**src/verilog/cde_pkg.sv**
```systemverilog
// Shared constants and types for the clear/call/decrement execution block
package cde_pkg;

	// ==================================================================
	// Widths and sizes
	localparam int DATA_W = 8;
	localparam int PC_W = 15;
	localparam int INSTR_W = 14;
	localparam int FADDR_W = 7;
	localparam int LATCH_W = 7;
	localparam int STACK_DEPTH = 16;
	localparam int REG_ADDR_W = 3;

	// ==================================================================
	// Instruction encodings (full words and opcode prefixes)
	localparam logic [13:0] OPC_CLEAR_WDOG = 14'h0064;
	localparam logic [13:0] OPC_CALL_W = 14'h000a;
	localparam logic [11:0] OPC_CLEAR_W_PFX = 12'h040; // Bits 13..2, low two ignored
	localparam logic [6:0] OPC_CLEAR_F_PFX = 7'h03; // Bits 13..7
	localparam logic [5:0] OPC_COMPL_F_PFX = 6'h09; // Bits 13..8
	localparam logic [5:0] OPC_DEC_F_PFX = 6'h03; // Bits 13..8
	localparam int DEST_BIT = 7;

	// ==================================================================
	// Register map on the software port
	localparam logic [2:0] REG_WORK = 3'h0;
	localparam logic [2:0] REG_STATUS = 3'h1;
	localparam logic [2:0] REG_PC_LATCH = 3'h2;
	localparam logic [2:0] REG_PC_LO = 3'h3;
	localparam logic [2:0] REG_PC_HI = 3'h4;

	// ==================================================================
	// Status field positions and reset values
	localparam int ST_ZERO = 0;
	localparam int ST_POWERDOWN = 3;
	localparam int ST_TIMEOUT = 4;
	localparam logic [7:0] WORK_RST = 8'h00;
	localparam logic [6:0] LATCH_RST = 7'h00;
	localparam logic [14:0] PC_RST = 15'h0000;
	localparam logic [7:0] ZERO_BYTE = 8'h00;
	localparam logic [14:0] PC_STEP = 15'h0001;

	// ==================================================================
	// Decoded operations and sequencer states
	typedef enum logic [2:0] {
		CDE_OP_NONE = 3'b000,
		CDE_OP_CLEAR_WDOG = 3'b001,
		CDE_OP_CALL_W = 3'b010,
		CDE_OP_COMPL_F = 3'b011,
		CDE_OP_CLEAR_F = 3'b100,
		CDE_OP_DEC_F = 3'b101,
		CDE_OP_CLEAR_W = 3'b110
	} cde_op_t;

	typedef enum logic [1:0] {
		CDE_S_IDLE = 2'b00,
		CDE_S_READ = 2'b01,
		CDE_S_MODIFY = 2'b10,
		CDE_S_CALL = 2'b11
	} cde_state_t;

endpackage

```
**src/verilog/cde_return_stack.sv**
```systemverilog
// Hardware return stack: push-only storage with a registered top entry
`timescale 1ns/10ps

module cde_return_stack #(
	parameter int DEPTH = cde_pkg::STACK_DEPTH,
	parameter int WIDTH = cde_pkg::PC_W
) (
	input wire logic core_clk,
	input wire logic nrst,
	input wire logic push,
	input wire logic [WIDTH-1:0] push_data,
	output logic [WIDTH-1:0] stack_top,
	output logic [$clog2(DEPTH)-1:0] stack_ptr
);

	// ==================================================================
	// State
	typedef struct packed {
		logic [DEPTH-1:0][WIDTH-1:0] entry;
		logic [$clog2(DEPTH)-1:0] ptr;
		logic [WIDTH-1:0] top;
	} cde_stk_t;

	cde_stk_t stk_reg;
	cde_stk_t stk_next;

	// Pointer wraps on overflow; the oldest entry is silently overwritten
	always_comb begin
		stk_next = stk_reg;
		if (push) begin
			stk_next.entry[stk_reg.ptr] = push_data;
			stk_next.ptr = stk_reg.ptr + 1'b1;
			stk_next.top = push_data;
		end
	end

	// Register the whole state
	always_ff @(posedge core_clk) begin
		if (!nrst) begin
			stk_reg <= '0;
		end else begin
			stk_reg <= stk_next;
		end
	end

	assign stack_top = stk_reg.top;
	assign stack_ptr = stk_reg.ptr;

endmodule

```
**src/verilog/cde_exec.sv**
```systemverilog
// Execution logic for watchdog clear, call via W, and file/W clear, complement, decrement
//
// Operation
// - Clear-watchdog restarts the watchdog counter at zero.
// - Clear-watchdog also zeroes the watchdog prescaler in the same operation.
// - Clear-watchdog sets timeout and powerdown flags, changing no other status bit.
// - Call via W first pushes PC plus one as the new stack top.
// - Then PC low byte comes from W, PC high bits from latch.
// - Call via W takes two cycles and leaves all status flags alone.
// - Complement inverts file register; destination select picks W or file; zero updated.
// - Clear-file writes zero to file register and sets the zero flag.
// - Decrement subtracts one; destination select picks W or file; zero updated.
// - Clear-W writes zero to W and sets the zero flag.
//
// Timing, counted from the edge that takes an instruction
// - Clear-watchdog, clear-file, clear-W and unknown words act at +1
// - Call raises the push strobe at +1; the return address reaches the stack top at +2, with the jump
// - Complement and decrement strobe a read at +1 and finish at +3
// - instr_ready stays low while a multi-cycle instruction is in flight
// - The PC advances by one for every non-call instruction, unknown ones too
//
// Limitations
// - The stack wraps after DEPTH pushes; popping belongs to the return path
// - A software write to W or a status bit loses to an instruction that writes the same bit in the same cycle
// - The watchdog counter lives outside; only its clear pulses leave here
// - The file register operand must arrive exactly one cycle after the strobe
//
// Design decisions made here: the register addresses and the address-and-strobe port.
`timescale 1ns/10ps

module cde_exec (
	input wire logic core_clk,
	input wire logic nrst,
	// Instruction fetch side
	input wire logic instr_valid,
	input wire logic [cde_pkg::INSTR_W-1:0] instr_word,
	output logic instr_ready,
	// Data register file side
	output logic [cde_pkg::FADDR_W-1:0] file_addr,
	output logic file_rd_en,
	input wire logic [cde_pkg::DATA_W-1:0] file_rdata,
	output logic file_wr_en,
	output logic [cde_pkg::DATA_W-1:0] file_wdata,
	// Watchdog side
	output logic watchdog_clear,
	output logic watchdog_prescaler_clear,
	// Core state seen by the rest of the core
	output logic [cde_pkg::PC_W-1:0] pc,
	output logic [cde_pkg::DATA_W-1:0] working,
	output logic [cde_pkg::PC_W-1:0] stack_top,
	output logic zero_flag,
	output logic timeout_flag,
	output logic powerdown_flag,
	// Software register port
	input wire logic [cde_pkg::REG_ADDR_W-1:0] reg_addr,
	input wire logic [cde_pkg::DATA_W-1:0] reg_wdata,
	input wire logic reg_wr,
	input wire logic reg_rd,
	output logic [cde_pkg::DATA_W-1:0] reg_rdata
);

	// ==================================================================
	// State
	typedef struct packed {
		// Sequencer
		cde_pkg::cde_state_t state;
		cde_pkg::cde_op_t op;
		logic ready;
		// File register access
		logic [cde_pkg::FADDR_W-1:0] faddr;
		logic dest;
		logic rd_en;
		logic wr_en;
		logic [cde_pkg::DATA_W-1:0] wdata;
		// One-cycle pulses to the watchdog and the stack
		logic wdog_clr;
		logic presc_clr;
		logic push;
		logic [cde_pkg::PC_W-1:0] push_data;
		// Core state
		logic [cde_pkg::PC_W-1:0] pc;
		logic [cde_pkg::DATA_W-1:0] w;
		logic [cde_pkg::LATCH_W-1:0] pchl;
		logic z;
		logic to;
		logic pwrdn;
		// Register port read data
		logic [cde_pkg::DATA_W-1:0] rdata;
	} cde_exec_t;

	cde_exec_t st_reg;
	cde_exec_t st_next;

	logic [cde_pkg::PC_W-1:0] stk_top;

	// ==================================================================
	// Instruction decode
	function automatic cde_pkg::cde_op_t cde_decode(input logic [cde_pkg::INSTR_W-1:0] iw);
		cde_pkg::cde_op_t op;
		op = cde_pkg::CDE_OP_NONE;
		// Exact words are tested before the prefixed groups
		if (iw == cde_pkg::OPC_CLEAR_WDOG) begin
			op = cde_pkg::CDE_OP_CLEAR_WDOG;
		end else if (iw == cde_pkg::OPC_CALL_W) begin
			op = cde_pkg::CDE_OP_CALL_W;
		end else if (iw[13:2] == cde_pkg::OPC_CLEAR_W_PFX) begin
			op = cde_pkg::CDE_OP_CLEAR_W;
		end else if (iw[13:7] == cde_pkg::OPC_CLEAR_F_PFX) begin
			op = cde_pkg::CDE_OP_CLEAR_F;
		end else if (iw[13:8] == cde_pkg::OPC_COMPL_F_PFX) begin
			op = cde_pkg::CDE_OP_COMPL_F;
		end else if (iw[13:8] == cde_pkg::OPC_DEC_F_PFX) begin
			op = cde_pkg::CDE_OP_DEC_F;
		end
		return op;
	endfunction

	// Register port read mux
	function automatic logic [cde_pkg::DATA_W-1:0] cde_read_mux(
		input logic [cde_pkg::REG_ADDR_W-1:0] addr,
		input cde_exec_t s
	);
		logic [cde_pkg::DATA_W-1:0] d;
		d = cde_pkg::ZERO_BYTE;
		unique case (addr)
			cde_pkg::REG_WORK: begin
				d = s.w;
			end
			cde_pkg::REG_STATUS: begin
				d[cde_pkg::ST_ZERO] = s.z;
				d[cde_pkg::ST_POWERDOWN] = s.pwrdn;
				d[cde_pkg::ST_TIMEOUT] = s.to;
			end
			cde_pkg::REG_PC_LATCH: begin
				d = {1'b0, s.pchl};
			end
			cde_pkg::REG_PC_LO: begin
				d = s.pc[7:0];
			end
			cde_pkg::REG_PC_HI: begin
				d = {1'b0, s.pc[14:8]};
			end
			default: begin
				d = cde_pkg::ZERO_BYTE; // Unmapped offsets read as zero
			end
		endcase
		return d;
	endfunction

	// Read-modify-write result; both ops share one datapath into W or the file
	function automatic logic [cde_pkg::DATA_W-1:0] cde_modify(
		input cde_pkg::cde_op_t op,
		input logic [cde_pkg::DATA_W-1:0] data
	);
		logic [cde_pkg::DATA_W-1:0] r;
		r = data;
		if (op == cde_pkg::CDE_OP_COMPL_F) begin
			r = ~data;
		end else begin
			r = data - 8'h01;
		end
		return r;
	endfunction

	// Sequential PC advance; wraps silently at the top of the address space
	function automatic logic [cde_pkg::PC_W-1:0] cde_pc_next(
		input logic [cde_pkg::PC_W-1:0] p
	);
		return p + cde_pkg::PC_STEP;
	endfunction

	// ==================================================================
	// Next-state logic
	always_comb begin
		logic [cde_pkg::DATA_W-1:0] res;
		cde_pkg::cde_op_t dop;
		res = cde_pkg::ZERO_BYTE;
		dop = cde_decode(instr_word);
		st_next = st_reg;

		// Pulses last one cycle only
		st_next.rd_en = 1'b0;
		st_next.wr_en = 1'b0;
		st_next.wdog_clr = 1'b0;
		st_next.presc_clr = 1'b0;
		st_next.push = 1'b0;

		// Read data stand for one cycle after the strobe, zero otherwise
		st_next.rdata = reg_rd ? cde_read_mux(reg_addr, st_reg) : cde_pkg::ZERO_BYTE;

		// Software writes first, so that the core's own updates below win a tie
		if (reg_wr) begin
			unique case (reg_addr)
				cde_pkg::REG_WORK: begin
					st_next.w = reg_wdata;
				end
				cde_pkg::REG_STATUS: begin
					st_next.z = reg_wdata[cde_pkg::ST_ZERO];
					st_next.pwrdn = reg_wdata[cde_pkg::ST_POWERDOWN];
					st_next.to = reg_wdata[cde_pkg::ST_TIMEOUT];
				end
				cde_pkg::REG_PC_LATCH: begin
					st_next.pchl = reg_wdata[cde_pkg::LATCH_W-1:0];
				end
				default: begin
					st_next.pchl = st_reg.pchl; // PC and unmapped offsets are read-only
				end
			endcase
		end

		// Instruction sequencer
		unique case (st_reg.state)
			cde_pkg::CDE_S_IDLE: begin
				if (instr_valid) begin
					// Latch operands now; the fetch side may change the word next cycle
					st_next.op = dop;
					st_next.faddr = instr_word[cde_pkg::FADDR_W-1:0];
					st_next.dest = instr_word[cde_pkg::DEST_BIT];
					unique case (dop)
						cde_pkg::CDE_OP_CLEAR_WDOG: begin
							// Counter and prescaler restart together
							st_next.wdog_clr = 1'b1;
							st_next.presc_clr = 1'b1;
							st_next.to = 1'b1;
							st_next.pwrdn = 1'b1;
							st_next.pc = cde_pc_next(st_reg.pc);
						end
						cde_pkg::CDE_OP_CALL_W: begin
							// Return address goes on the stack in the first cycle
							st_next.push = 1'b1;
							st_next.push_data = cde_pc_next(st_reg.pc);
							st_next.state = cde_pkg::CDE_S_CALL;
							st_next.ready = 1'b0;
						end
						cde_pkg::CDE_OP_CLEAR_F: begin
							// No read needed: the result is known up front
							st_next.wr_en = 1'b1;
							st_next.wdata = cde_pkg::ZERO_BYTE;
							st_next.z = 1'b1;
							st_next.pc = cde_pc_next(st_reg.pc);
						end
						cde_pkg::CDE_OP_CLEAR_W: begin
							// W and zero only; the file is not touched
							st_next.w = cde_pkg::ZERO_BYTE;
							st_next.z = 1'b1;
							st_next.pc = cde_pc_next(st_reg.pc);
						end
						cde_pkg::CDE_OP_COMPL_F, cde_pkg::CDE_OP_DEC_F: begin
							// Operand fetch: read strobe now, data one cycle later
							st_next.rd_en = 1'b1;
							st_next.state = cde_pkg::CDE_S_READ;
							st_next.ready = 1'b0;
						end
						default: begin
							// Other instructions belong to other units; only step the PC
							st_next.pc = cde_pc_next(st_reg.pc);
						end
					endcase
				end
			end
			cde_pkg::CDE_S_READ: begin
				// File register data arrive in the next cycle
				st_next.state = cde_pkg::CDE_S_MODIFY;
			end
			cde_pkg::CDE_S_MODIFY: begin
				res = cde_modify(st_reg.op, file_rdata);
				// Destination select: low means W, high means file register
				if (st_reg.dest) begin
					st_next.wr_en = 1'b1;
					st_next.wdata = res;
				end else begin
					st_next.w = res;
				end
				// Only the zero flag follows the result
				st_next.z = (res == cde_pkg::ZERO_BYTE);
				st_next.pc = cde_pc_next(st_reg.pc);
				// Back to idle; the fetch side may offer the next word at once
				st_next.state = cde_pkg::CDE_S_IDLE;
				st_next.ready = 1'b1;
			end
			cde_pkg::CDE_S_CALL: begin
				// Second cycle: jump target from latch and W; flags are left as they are
				st_next.pc = {st_reg.pchl, st_reg.w};
				st_next.state = cde_pkg::CDE_S_IDLE;
				st_next.ready = 1'b1;
			end
		endcase
	end

	// ==================================================================
	// State register
	always_ff @(posedge core_clk) begin
		if (!nrst) begin
			// Pulses, strobes and operands start at zero
			st_reg <= '0;
			st_reg.state <= cde_pkg::CDE_S_IDLE;
			st_reg.op <= cde_pkg::CDE_OP_NONE;
			st_reg.ready <= 1'b1;
			st_reg.pc <= cde_pkg::PC_RST;
			st_reg.w <= cde_pkg::WORK_RST;
			st_reg.pchl <= cde_pkg::LATCH_RST;
			st_reg.to <= 1'b1; // Power-on value of the status bits
			st_reg.pwrdn <= 1'b1;
		end else begin
			st_reg <= st_next;
		end
	end

	// ==================================================================
	// Return stack; its top is a flip-flop inside the stack
	cde_return_stack #(
		.DEPTH(cde_pkg::STACK_DEPTH),
		.WIDTH(cde_pkg::PC_W)
	) u_stack (
		.core_clk(core_clk),
		.nrst(nrst),
		.push(st_reg.push),
		.push_data(st_reg.push_data),
		.stack_top(stk_top),
		.stack_ptr()
	);

	// ==================================================================
	// Outputs, all straight from flip-flops
	// Fetch and file register side
	assign instr_ready = st_reg.ready;
	assign file_addr = st_reg.faddr;
	assign file_rd_en = st_reg.rd_en;
	assign file_wr_en = st_reg.wr_en;
	assign file_wdata = st_reg.wdata;

	// Watchdog pulses
	assign watchdog_clear = st_reg.wdog_clr;
	assign watchdog_prescaler_clear = st_reg.presc_clr;

	// Architectural state
	assign pc = st_reg.pc;
	assign working = st_reg.w;
	assign stack_top = stk_top;
	assign zero_flag = st_reg.z;
	assign timeout_flag = st_reg.to;
	assign powerdown_flag = st_reg.pwrdn;

	// Register port
	assign reg_rdata = st_reg.rdata;

endmodule

```
**config.mk**
```make
export PLATFORM = sky130hd
export DESIGN_NAME = cde_exec
export DESIGN_NICKNAME = d
export VERILOG_FILES = /design/src/verilog/cde_pkg.sv /design/src/verilog/cde_return_stack.sv /design/src/verilog/cde_exec.sv
export SDC_FILE = /design/constraint.sdc
export NUM_CORES = 1
export LEC_CHECK = 0
export ABC_AREA = 1
export BUFFER_PORTS_ARGS = -buffer_cell sky130_fd_sc_hd__buf_4
export CORE_MARGIN = 2
export CORE_UTILIZATION = 50
export CTS_BUF_LIST = sky130_fd_sc_hd__clkbuf_2
export DETAILED_ROUTE_END_ITERATION = 8
export HOLD_SLACK_MARGIN = 0.06
export PLACE_DENSITY = 0.77
export SYNTH_ARGS = -nofsm -noshare
export SYNTH_HDL_FRONTEND = slang
export SYNTH_SLANG_ARGS = --single-unit
```
**constraint.sdc**
```tcl
create_clock -name core_clk -period 1.5 [get_ports core_clk]
set_input_delay 0.225 -clock core_clk [delete_from_list [all_inputs] [get_ports core_clk]]
set_output_delay 0.225 -clock core_clk [all_outputs]
set_load 0.05 [all_outputs]
```
==> reports/qor.csv, run 1 <==
stage,metric,value,unit
route,Via density,5.256,
layout,"commonest non-fill, non-tap cell in the layout",buf_4,
timing,Max Slew Vio Count,0,
layout,diodes inserted,0,
clock_tree,"Reg clk slew, reported paths",260,ps
layout,final cell count without fillers,1091,
setup_path,CP arrival,2070,ps
yosys,"flops & latches, synth",97,
pwr,PwrDens,705.5,mW/mm2
placement,IO Port Bufs,106,
yosys,Synth Warn #,0,
timing,Fin Setup TNS,-170.8,ps
layout,P&R area growth vs syn,36.30,%
placement,Placed Instance Area,0.006271,mm2
clock_tree,H-tree depth,3,
timing,minimum clock period,1581,ps
grt,"Remaining Overflow, GRT",0,
route,Total Wirelength,16460,um
floorplanning,I/O pin count,107,
setup_path,R2R Path Start,st_reg[82],
setup_path,WS Path Type,primary input to flip-flop,
grt,global-route wire length before repair,25450,um
yosys,Synthesized Nets,824,
route,initial drt markers,340,
run_status,status,"complete, but fails checks",
clock_tree,clock sink count,97,
layout,fin util,70.31,%
timing,actual slew at the worst max-slew pin,399.5,ps
timing,max frequency,632.6,MHz
timing,clock skew,25.73,ps
setup_path,crit end category,flip-flop,
yosys,"Distinct cells, synth",38,
flow_run,max_cap viols,0,
setup_path,required time of the worst setup path,1990,ps
layout,share of layout cells above drive strength 1,31.83,%
route,ANT nets after route,0,
yosys,syn_area_per_cell,6.792,um2
route,WL/cell,15.09,um
clock_tree,clk root buf,clkbuf_2,
floorplanning,area of the core,0.01032,mm2
setup_path,Worst path slowest cell,dlygate4sd3_1,
timing,Final setup viols,4,
timing,normalized max-slew margin,73.34,%
layout,"final std cell area, no fill",0.007258,mm2
setup_path,CP startpoint,instr_word[4],
setup_path,max incr delay on CP,540,ps
yosys,top_reg_cell synth,dfxtp_1,
pwr,Power Total,5.121,mW
run_status,failing checks,negative setup slack,
grt,Tot GR Track Use,27.95,%
timing,RSZ-0062 raised after global routing,yes,
yosys,"Seq/Total Area, Yosys",36.47,%
clock_tree,CTS tree,done,
timing,Final period util,105.4,%
pwr,Static Leak,3.473,nW
layout,max reg flops,29,
yosys,Gate Count Post-Synth,784,
timing,final hold vios,0,
layout,final net count,990,
setup_path,worst-path fanout max,5,
route,DR vias,5734,
yosys,ys async rst share,0,%
floorplanning,Site Rows,37,
yosys,cell area after synthesis,0.005325,mm2
pwr,peak supply drop,490.5,uV
floorplanning,Die Ht,107.2,um
placement,Routability Congestion,0.9678,
yosys,"EDFF count, synth",0,
clock_tree,Clock Latency Late Sink,570,ps
clock_tree,cts bufs inserted,9,
grt,largest net degree at the start of global routing,38,
setup_path,"Cell Chain, Critical Path","dlygate4sd3_1, buf_4, nor2_2, nand2_1, nor2_2, nand2_2, nor2_4, buf_4, clkinvlp_4, nor2_1, nor2_1",
route,TritonRoute pass-1 iters,5,
floorplanning,Starting Density,51.58,%
placement,post-placement cell count,1017,
grt,number of global-route vias before repair,5346,
grt,antenna violations before repair,0,
timing,Final WS setup,-80.78,ps
min_path,Hold WC Path Type,primary input to flip-flop,
layout,"commonest non-fill, non-tap cells in the layout","buf_4, nand2_1, nor2_1",
route,residual DRC count,0,
floorplanning,die area,0.01149,mm2
min_path,Hold Crit Start,instr_word[11],
clock_tree,clk buf depth,2,
placement,DP HPWL,11740,um
floorplanning,Die Wd,107.2,um
setup_path,CP Launch Type,primary input,
[worst max-delay path, delay by kind of cell]
family / cells / cell delay [ps]
and+or+nand+nor: 7 / 880
buffers and inverters: 4 / 960
[what timing repair did]
item,in CTS,in global routing
setup buffers,7,23
hold buffers,29,1
gates cloned,0,1
endpoints found under the setup margin,33,41
hold endpoints to repair,42,1
gates resized for setup,53,65
pin swaps,1,26
[per-stage QoR]
step | setup slack (ps) | hold WS (ps)
final | -80.78 | 123.3
after global routing | -114.5 | 93.26
after CTS | -21.97 | 60.20
after detailed placement | -168.0 | 456.6
after global placement | -97.58 | 450.9
after floorplan | 76.11 | 359.9
[Yosys cell counts (all sizes together) (3+ instances only)]
cell | number | area share [%]
o22ai | 10 | 1.2
o2111ai | 3 | 0.49
nor3 | 10 | 1.2
buf | 60 | 8.4
xor2 | 3 | 0.49
a221oi | 4 | 0.66
a21oi | 43 | 4.0
nor2 | 131 | 11
o21ai | 83 | 8.2
nand4 | 10 | 1.2
clkbuf | 12 | 0.85
inv | 86 | 6.2
dfxtp | 97 | 36
nand2 | 150 | 11
or2 | 6 | 0.70
nand3 | 66 | 6.4
a211oi | 3 | 0.42
[worst paths after layout]
path | cells past startpoint | to | slack [ps]
worst max register to register | 9 | st_reg[42] | -10
worst min register to register | 2 | file_wdata[6] | 490
worst min-delay path | 6 | watchdog_clear | 120
worst max-delay path | 11 | st_reg[42] | -80
[routing by layer]
layer	part of all wire [%]	GRT usage, %	wire, um	vias up
met5	0	0	0	-
met1	42	36.06	6940	2653
li1	-	-	-	2832
met2	49	46.43	8088	216
met3	5.9	4.742	971	33
met4	2.8	10.95	460	0
[power breakdown]
group	total, mW	switching [mW]	leakage (nW)	internal, mW
clock network	1.24	0.983	0.0683	0.261
logic	1.16	0.693	2.60	0.465
registers	2.72	0.0672	0.801	2.65
[cell families (layout without fill, tap and decap cells)]
family          count (synthesis)  after routing  synth area share [%]
compound gates                150            150                 15.58
xor+xnor                        3              3                0.4935
fa+ha+maj                       2              2                0.4698
buf+inv                       158            329                 15.41
flops                          97             97                 36.47
simple gates                  374            374                 31.58
[final cells by class]
class / count / area [um2]
Fill cell: 839 / 3065
Sequential cell: 97 / 1998
Tap cell: 136 / 170.2
Clock buffer: 9 / 45.04
Clock inverter: 7 / 61.31
Inverter: 86 / 344.1
Timing Repair inverter: 1 / 7.507
Timing Repair Buffer: 226 / 1907
Multi-Input combinational cell: 529 / 2725
No activity file was read; power rests on OpenSTA's default activity.
==> inputs of run 2 (changes only) <==
--- a/config.mk
+++ b/config.mk
@@ -6,13 +6,16 @@
 export NUM_CORES = 1
 export LEC_CHECK = 0
 export ABC_AREA = 1
+export ABC_CLOCK_PERIOD_IN_PS = 1700
 export BUFFER_PORTS_ARGS = -buffer_cell sky130_fd_sc_hd__buf_4
+export CELL_PAD_IN_SITES_DETAIL_PLACEMENT = 1
+export CELL_PAD_IN_SITES_GLOBAL_PLACEMENT = 2
 export CORE_MARGIN = 2
-export CORE_UTILIZATION = 50
+export CORE_UTILIZATION = 31
 export CTS_BUF_LIST = sky130_fd_sc_hd__clkbuf_2
 export DETAILED_ROUTE_END_ITERATION = 8
 export HOLD_SLACK_MARGIN = 0.06
-export PLACE_DENSITY = 0.77
+export PLACE_DENSITY_LB_ADDON = 0.1
 export SYNTH_ARGS = -nofsm -noshare
 export SYNTH_HDL_FRONTEND = slang
 export SYNTH_SLANG_ARGS = --single-unit
==> constraint.sdc (replaced) <==
create_clock -name core_clk -period 1.7 [get_ports core_clk]
set_input_delay 0.255 -clock core_clk [delete_from_list [all_inputs] [get_ports core_clk]]
set_output_delay 0.255 -clock core_clk [all_outputs]
set_load 0.05 [all_outputs]
==> run 2 against run 1 <==
The flow now finishes without violations. First-iteration DRC count decreased by 46%. Global-route usage decreased by 7.5 points. Design area decreased by 4.9%. Die area increased by 59%. Non-clock buffer count decreased by 37. Combinational power decreased by 18%. Flip-flop and latch count unchanged. Utilization decreased by 29 points. Sequential power decreased by 12%. Clock skew increased by 14 ps. Critical endpoint is now st_reg[12].
==> reports/qor.csv, run 2 (synthesized netlist as in run 1, its figures left out) <==
stage,metric,value,unit
floorplanning,Die Ht,135.1,um
layout,share of layout cells above drive strength 1,24.97,%
floorplanning,area of the core,0.01670,mm2
clock_tree,Clock Latency Late Sink,650,ps
min_path,Hold WC Path Type,primary input to flip-flop,
timing,minimum clock period,1646,ps
layout,final net count,952,
grt,number of global-route vias before repair,5756,
layout,# fillers,2128,
placement,Routability Congestion,0.8575,
route,TritonRoute pass-1 iters,4,
clock_tree,clk buf depth,2,
route,residual DRC count,0,
placement,DP HPWL,14000,um
route,WL/cell,16.10,um
layout,max reg flops,29,
layout,"commonest non-fill, non-tap cells in the layout","buf_4, nand2_1, nor2_1",
timing,Max Slew Vio Count,0,
floorplanning,Site Rows,47,
timing,max frequency,607.6,MHz
floorplanning,Starting Density,31.88,%
timing,worst hold slack,67.63,ps
setup_path,"Cell Chain, Critical Path","dlygate4sd3_1, buf_4, nor3_4, inv_2, nor2_4, inv_4, nor2_2, nor2_1, dlygate4sd3_1",
setup_path,max incr delay on CP,550,ps
setup_path,worst-path fanout max,8,
route,met3 wire len,702,um
placement,Placed Instance Area,0.006279,mm2
run_status,status,"complete, no violations",
layout,P&R area growth vs syn,29.58,%
clock_tree,cts bufs inserted,9,
grt,global-route wire length before repair,29400,um
clock_tree,clk root buf,clkbuf_2,
route,Total Wirelength,18320,um
timing,final hold vios,0,
setup_path,crit end category,flip-flop,
pwr,Static Leak,3.260,nW
route,WL met1,8264,um
route,max layer used,met4,
clock_tree,CTS tree,done,
setup_path,required time of the worst setup path,2270,ps
setup_path,cell family with most CP delay,buffers and inverters,
grt,antenna violations before repair,1,
clock_tree,"Reg clk slew, reported paths",310,ps
setup_path,"most used cell, CP",dlygate4sd3_1,
grt,"Remaining Overflow, GRT",0,
clock_tree,clock sink count,97,
route,initial drt markers,185,
floorplanning,die area,0.01824,mm2
timing,normalized max-slew margin,72.59,%
pwr,peak supply drop,380.8,uV
layout,"commonest non-fill, non-tap cell in the layout",buf_4,
timing,actual slew at the worst max-slew pin,406.9,ps
flow_run,max_cap viols,0,
setup_path,Worst Path Buf+Inv,5,
pwr,PwrDens,697.3,mW/mm2
setup_path,Worst path slowest cell,dlygate4sd3_1,
placement,IO Port Bufs,106,
setup_path,CP arrival,2210,ps
clock_tree,H-tree depth,3,
setup_path,WS Path Type,primary input to flip-flop,
timing,clock skew,39.49,ps
route,ANT nets after route,0,
route,DR vias,5494,
grt,largest net degree at the start of global routing,73,
route,Via density,4.828,
timing,Final period util,96.81,%
floorplanning,Die Wd,135.1,um
setup_path,CP Launch Type,primary input,
route,WL met2,9007,um
floorplanning,I/O pin count,107,
grt,Tot GR Track Use,20.45,%
layout,"final std cell area, no fill",0.006900,mm2
timing,Final setup viols,0,
## run 2: timing repair
| action | in CTS | in global routing |
|---|---|---|
| setup endpoints to repair | 7 | 24 |
| hold endpoints to repair | 70 | 0 |
| hold buffers | 37 | 0 |
| pin swaps | 0 | 4 |
| gates resized for setup | 10 | 27 |
| buffers inserted | 0 | 3 |
## run 2: tightest hold or removal path, stage by stage
cell	delay, ps
buf_4	100
inv_1	80
nor2_4	190
a21oi_1	100
## run 2: area by class of cell
| cell class | count | area, um2 | share of cell area, % |
|---|---|---|---|
| clock buffer | 9 | 45.04 | 0.6528 |
| antenna | 1 | 2.502 | 0.03626 |
| inverter | 86 | 332.8 | 4.823 |
| multi-input combinational | 529 | 2596 | 37.62 |
| sequential | 97 | 1963 | 28.45 |
| tap | 220 | 275.3 | 3.989 |
| clock inverter | 7 | 113.9 | 1.650 |
| timing repair buffer | 189 | 1572 | 22.77 |
## run 2: layer usage
layer  track usage (%)  up-vias
li1                  -     2754
met1             25.76     2608
met2             36.01      107
met3             3.453       25
met4             5.671        0
met5                 0        -
## run 2: worst paths after layout
check / from / end / slack (ps) / cells past startpoint
setup / recovery: reg_addr[2] / st_reg[12] / 50 / 9
hold / removal: reg_wr / st_reg[16] / 70 / 4
setup reg to reg: pc[0] / pc[6] / 60 / 9
hold reg to reg: st_reg[54] / u_stack.stack_top[13] / 480 / 2
## run 2: power by group
part,total [mW],internal [mW],switching [mW]
combinational,0.953,0.354,0.599
sequential,2.40,2.35,0.0542
clock,1.46,0.519,0.939
total,4.81,3.22,1.59
## run 2: through the flow
stage	setup WS, ps	util [%]	instances	TNS [ps]	power (mW)
global placement	-0.2017	37.59	1083	-0.2017	3.296
floorplan	276.1	-	784	0	3.003
finish	54.16	41.32	1138	0	4.812
global route	-5.630	41.32	1138	-9.176	5.041
CTS	4.371	40.88	1136	0	4.866
detailed placement	-25.14	37.59	1083	-25.14	3.309
==> inputs of run 3 (changes only) <==
--- a/config.mk
+++ b/config.mk
@@ -5,13 +5,13 @@
 export SDC_FILE = /design/constraint.sdc
 export NUM_CORES = 1
 export LEC_CHECK = 0
-export ABC_AREA = 1
 export ABC_CLOCK_PERIOD_IN_PS = 1700
 export BUFFER_PORTS_ARGS = -buffer_cell sky130_fd_sc_hd__buf_4
 export CELL_PAD_IN_SITES_DETAIL_PLACEMENT = 1
 export CELL_PAD_IN_SITES_GLOBAL_PLACEMENT = 2
+export CORE_ASPECT_RATIO = 1.1
 export CORE_MARGIN = 2
-export CORE_UTILIZATION = 31
+export CORE_UTILIZATION = 33
 export CTS_BUF_LIST = sky130_fd_sc_hd__clkbuf_2
 export DETAILED_ROUTE_END_ITERATION = 8
 export HOLD_SLACK_MARGIN = 0.06
==> constraint.sdc (replaced) <==
create_clock -name core_clk -period 1.7 [get_ports core_clk]
set_input_delay 0.085 -clock core_clk [delete_from_list [all_inputs] [get_ports core_clk]]
set_output_delay 0.085 -clock core_clk [all_outputs]
set_load 0.05 [all_outputs]
==> run 3 against run 2 <==
Non-clock buffer count grew 34. Clock skew down 14 ps. Power is 10% lower. Register-to-register slack worse by 40 ps. Largest cell class unchanged. Clock-buffer cell count up 1. Largest power group unchanged. Utilization grew 5.0 points. Final cell count is 20% lower. Design area decreased by 3.4%. Synthesized cell count fell by 29%.
==> reports/qor.csv, run 3 <==
stage,metric,value,unit
pwr,PwrDens,649.1,mW/mm2
floorplanning,I/O pin count,107,
clock_tree,"Reg clk slew, reported paths",280,ps
min_path,Worst Hold Path Cells,5,
route,DR vias,4594,
layout,Reg area,0.001956,mm2
yosys,"flops & latches, synth",97,
floorplanning,die area,0.01571,mm2
route,WL/cell,17.61,um
layout,final net count,752,
timing,minimum clock period,1677,ps
layout,"commonest non-fill, non-tap cells in the layout","buf_4, dfxtp_1, nor2_1",
placement,DP HPWL,11760,um
yosys,syn_area_per_cell,8.740,um2
grt,antenna violations before repair,1,
route,TritonRoute pass-1 iters,4,
setup_path,required time of the worst setup path,2240,ps
pwr,Power Total,4.326,mW
setup_path,worst reg-to-reg path cell count,5,
route,Total Wirelength,16030,um
setup_path,R2R Path Start,st_reg[80],
floorplanning,Site Rows,46,
clock_tree,clock sink count,97,
placement,IO Port Bufs,106,
yosys,Synthesized Nets,596,
yosys,commonest cells in the netlist,"dfxtp_1, nor2_1, nand2_1",
clock_tree,clk root buf,clkbuf_2,
timing,final hold vios,0,
timing,Final WS setup,22.59,ps
grt,number of global-route vias before repair,4817,
timing,Final period util,98.67,%
yosys,"Seq/Total Area, Yosys",39.96,%
run_status,status,"complete, no violations",
yosys,"EDFF count, synth",0,
timing,actual slew at the worst max-slew pin,465.1,ps
setup_path,CP startpoint,st_reg[80],
route,residual DRC count,0,
layout,# fillers,1735,
route,ANT nets after route,0,
timing,max frequency,596.2,MHz
setup_path,crit end category,flip-flop,
layout,"final std cell area, no fill",0.006664,mm2
grt,global-route wire length before repair,25390,um
route,initial drt markers,154,
layout,max reg flops,29,
clock_tree,cts bufs inserted,9,
min_path,Hold Crit Start,reg_addr[2],
timing,Final setup viols,0,
timing,clock skew,25.03,ps
clock_tree,Clock Latency Late Sink,610,ps
floorplanning,area of the core,0.01439,mm2
layout,multi-input logic area,0.002487,mm2
grt,largest net degree at the start of global routing,25,
yosys,cell area after synthesis,0.004860,mm2
clock_tree,clk buf depth,2,
yosys,top cell type's share of synthesized area,39.96,%
setup_path,CP Launch Type,flip-flop,
yosys,"Distinct cells, synth",57,
setup_path,WS Path Type,flip-flop to flip-flop,
layout,"commonest non-fill, non-tap cell in the layout",buf_4,
min_path,Hold WC Path Type,primary input to flip-flop,
route,Via density,5.048,
yosys,ys async rst share,0,%
layout,share of layout cells above drive strength 1,32.50,%
yosys,"top cells by area, synth","dfxtp_1, mux2i_1, buf_4, nor2_1, nand2_1",
placement,setup slack at placement,-167.1,ps
yosys,top_reg_cell synth,dfxtp_1,
clock_tree,H-tree depth,3,
grt,Tot GR Track Use,20.52,%
layout,fin util,46.31,%
setup_path,worst-path fanout max,4,
flow_run,max_cap viols,0,
grt,"Remaining Overflow, GRT",0,
pwr,Static Leak,2.715,nW
timing,normalized max-slew margin,68.81,%
floorplanning,Starting Density,33.77,%
layout,P&R area growth vs syn,37.13,%
clock_tree,CTS tree,done,
yosys,Synth Warn #,0,
yosys,"count leader, synth",dfxtp_1,
pwr,peak supply drop,282.6,uV
yosys,Gate Count Post-Synth,556,
timing,RSZ-0062 raised after global routing,yes,
floorplanning,Die Ht,131.3,um
placement,Placed Instance Area,0.005964,mm2
timing,Max Slew Vio Count,0,
timing,Fin Setup TNS,0,ps
yosys,"area leader, netlist",dfxtp_1,
floorplanning,Die Wd,119.7,um
placement,Routability Congestion,0.8029,
setup_path,CP arrival,2220,ps
-- run 3: cells by family after synthesis --
logic type	share of synthesized area [%]
flip-flops	39.96
adder cells (fa/ha/maj)	0.5149
AO/OA/AOI/OAI	15.68
XOR/XNOR	3.785
multiplexers	9.423
AND/OR/NAND/NOR	19.95
buffers and inverters	10.68
-- run 3: final timing paths --
path | endpoint | slack (ps)
setup reg to reg | zero_flag | 20
hold reg to reg | st_reg[50] | 470
hold / removal | reg_rdata[1] | 90
setup / recovery | zero_flag | 20
-- run 3: stage by stage --
stage / hold WS (ps) / std cells
global route: 69.35 / 910
global placement: 340.3 / 843
detailed placement: 346.7 / 843
floorplan: 221.0 / 556
finish: 86.82 / 910
CTS: 66.65 / 904
-- run 3: routing by layer --
metal | vias up | share of wire (%) | GRT usage [%]
met1 | 2263 | 42 | 23.92
met5 | - | 0 | 0
li1 | 2223 | - | -
met2 | 85 | 53 | 37.78
met3 | 23 | 2.9 | 3.516
met4 | 0 | 1.8 | 6.405
-- run 3: report_power, final --
group | switching [mW] | internal [mW] | leakage [nW] | total (mW)
registers | 0.0401 | 2.32 | 0.789 | 2.36
clock network | 0.827 | 0.335 | 0.0670 | 1.16
logic | 0.445 | 0.354 | 1.86 | 0.799
total | 1.31 | 3.01 | 2.71 | 4.33
-- run 3: area by class of cell --
type | instances | area share [%]
diodes | 1 | 0.03755
well taps | 192 | 3.605
flip-flops and latches | 97 | 29.35
inverters | 11 | 0.6196
repair buffers | 223 | 27.43
clock inverters | 6 | 0.8825
multi-input cells | 370 | 37.33
clock buffers | 10 | 0.7510
-- run 3: critical path, stage by stage, from the launching register on --
cell and delay (ps):
dfxtp_2 380, and3b_2 300, a21oi_2 50, xnor2_1 140, or4_1 530, o41ai_2 220
-- run 3: timing repair --
item | in CTS | in global routing
hold buffers | 45 | 0
setup buffers | 0 | 5
pin swaps | 0 | 1
setup endpoints to repair | 10 | 34
resized for setup | 8 | 21
endpoints found under the hold margin | 57 | 0
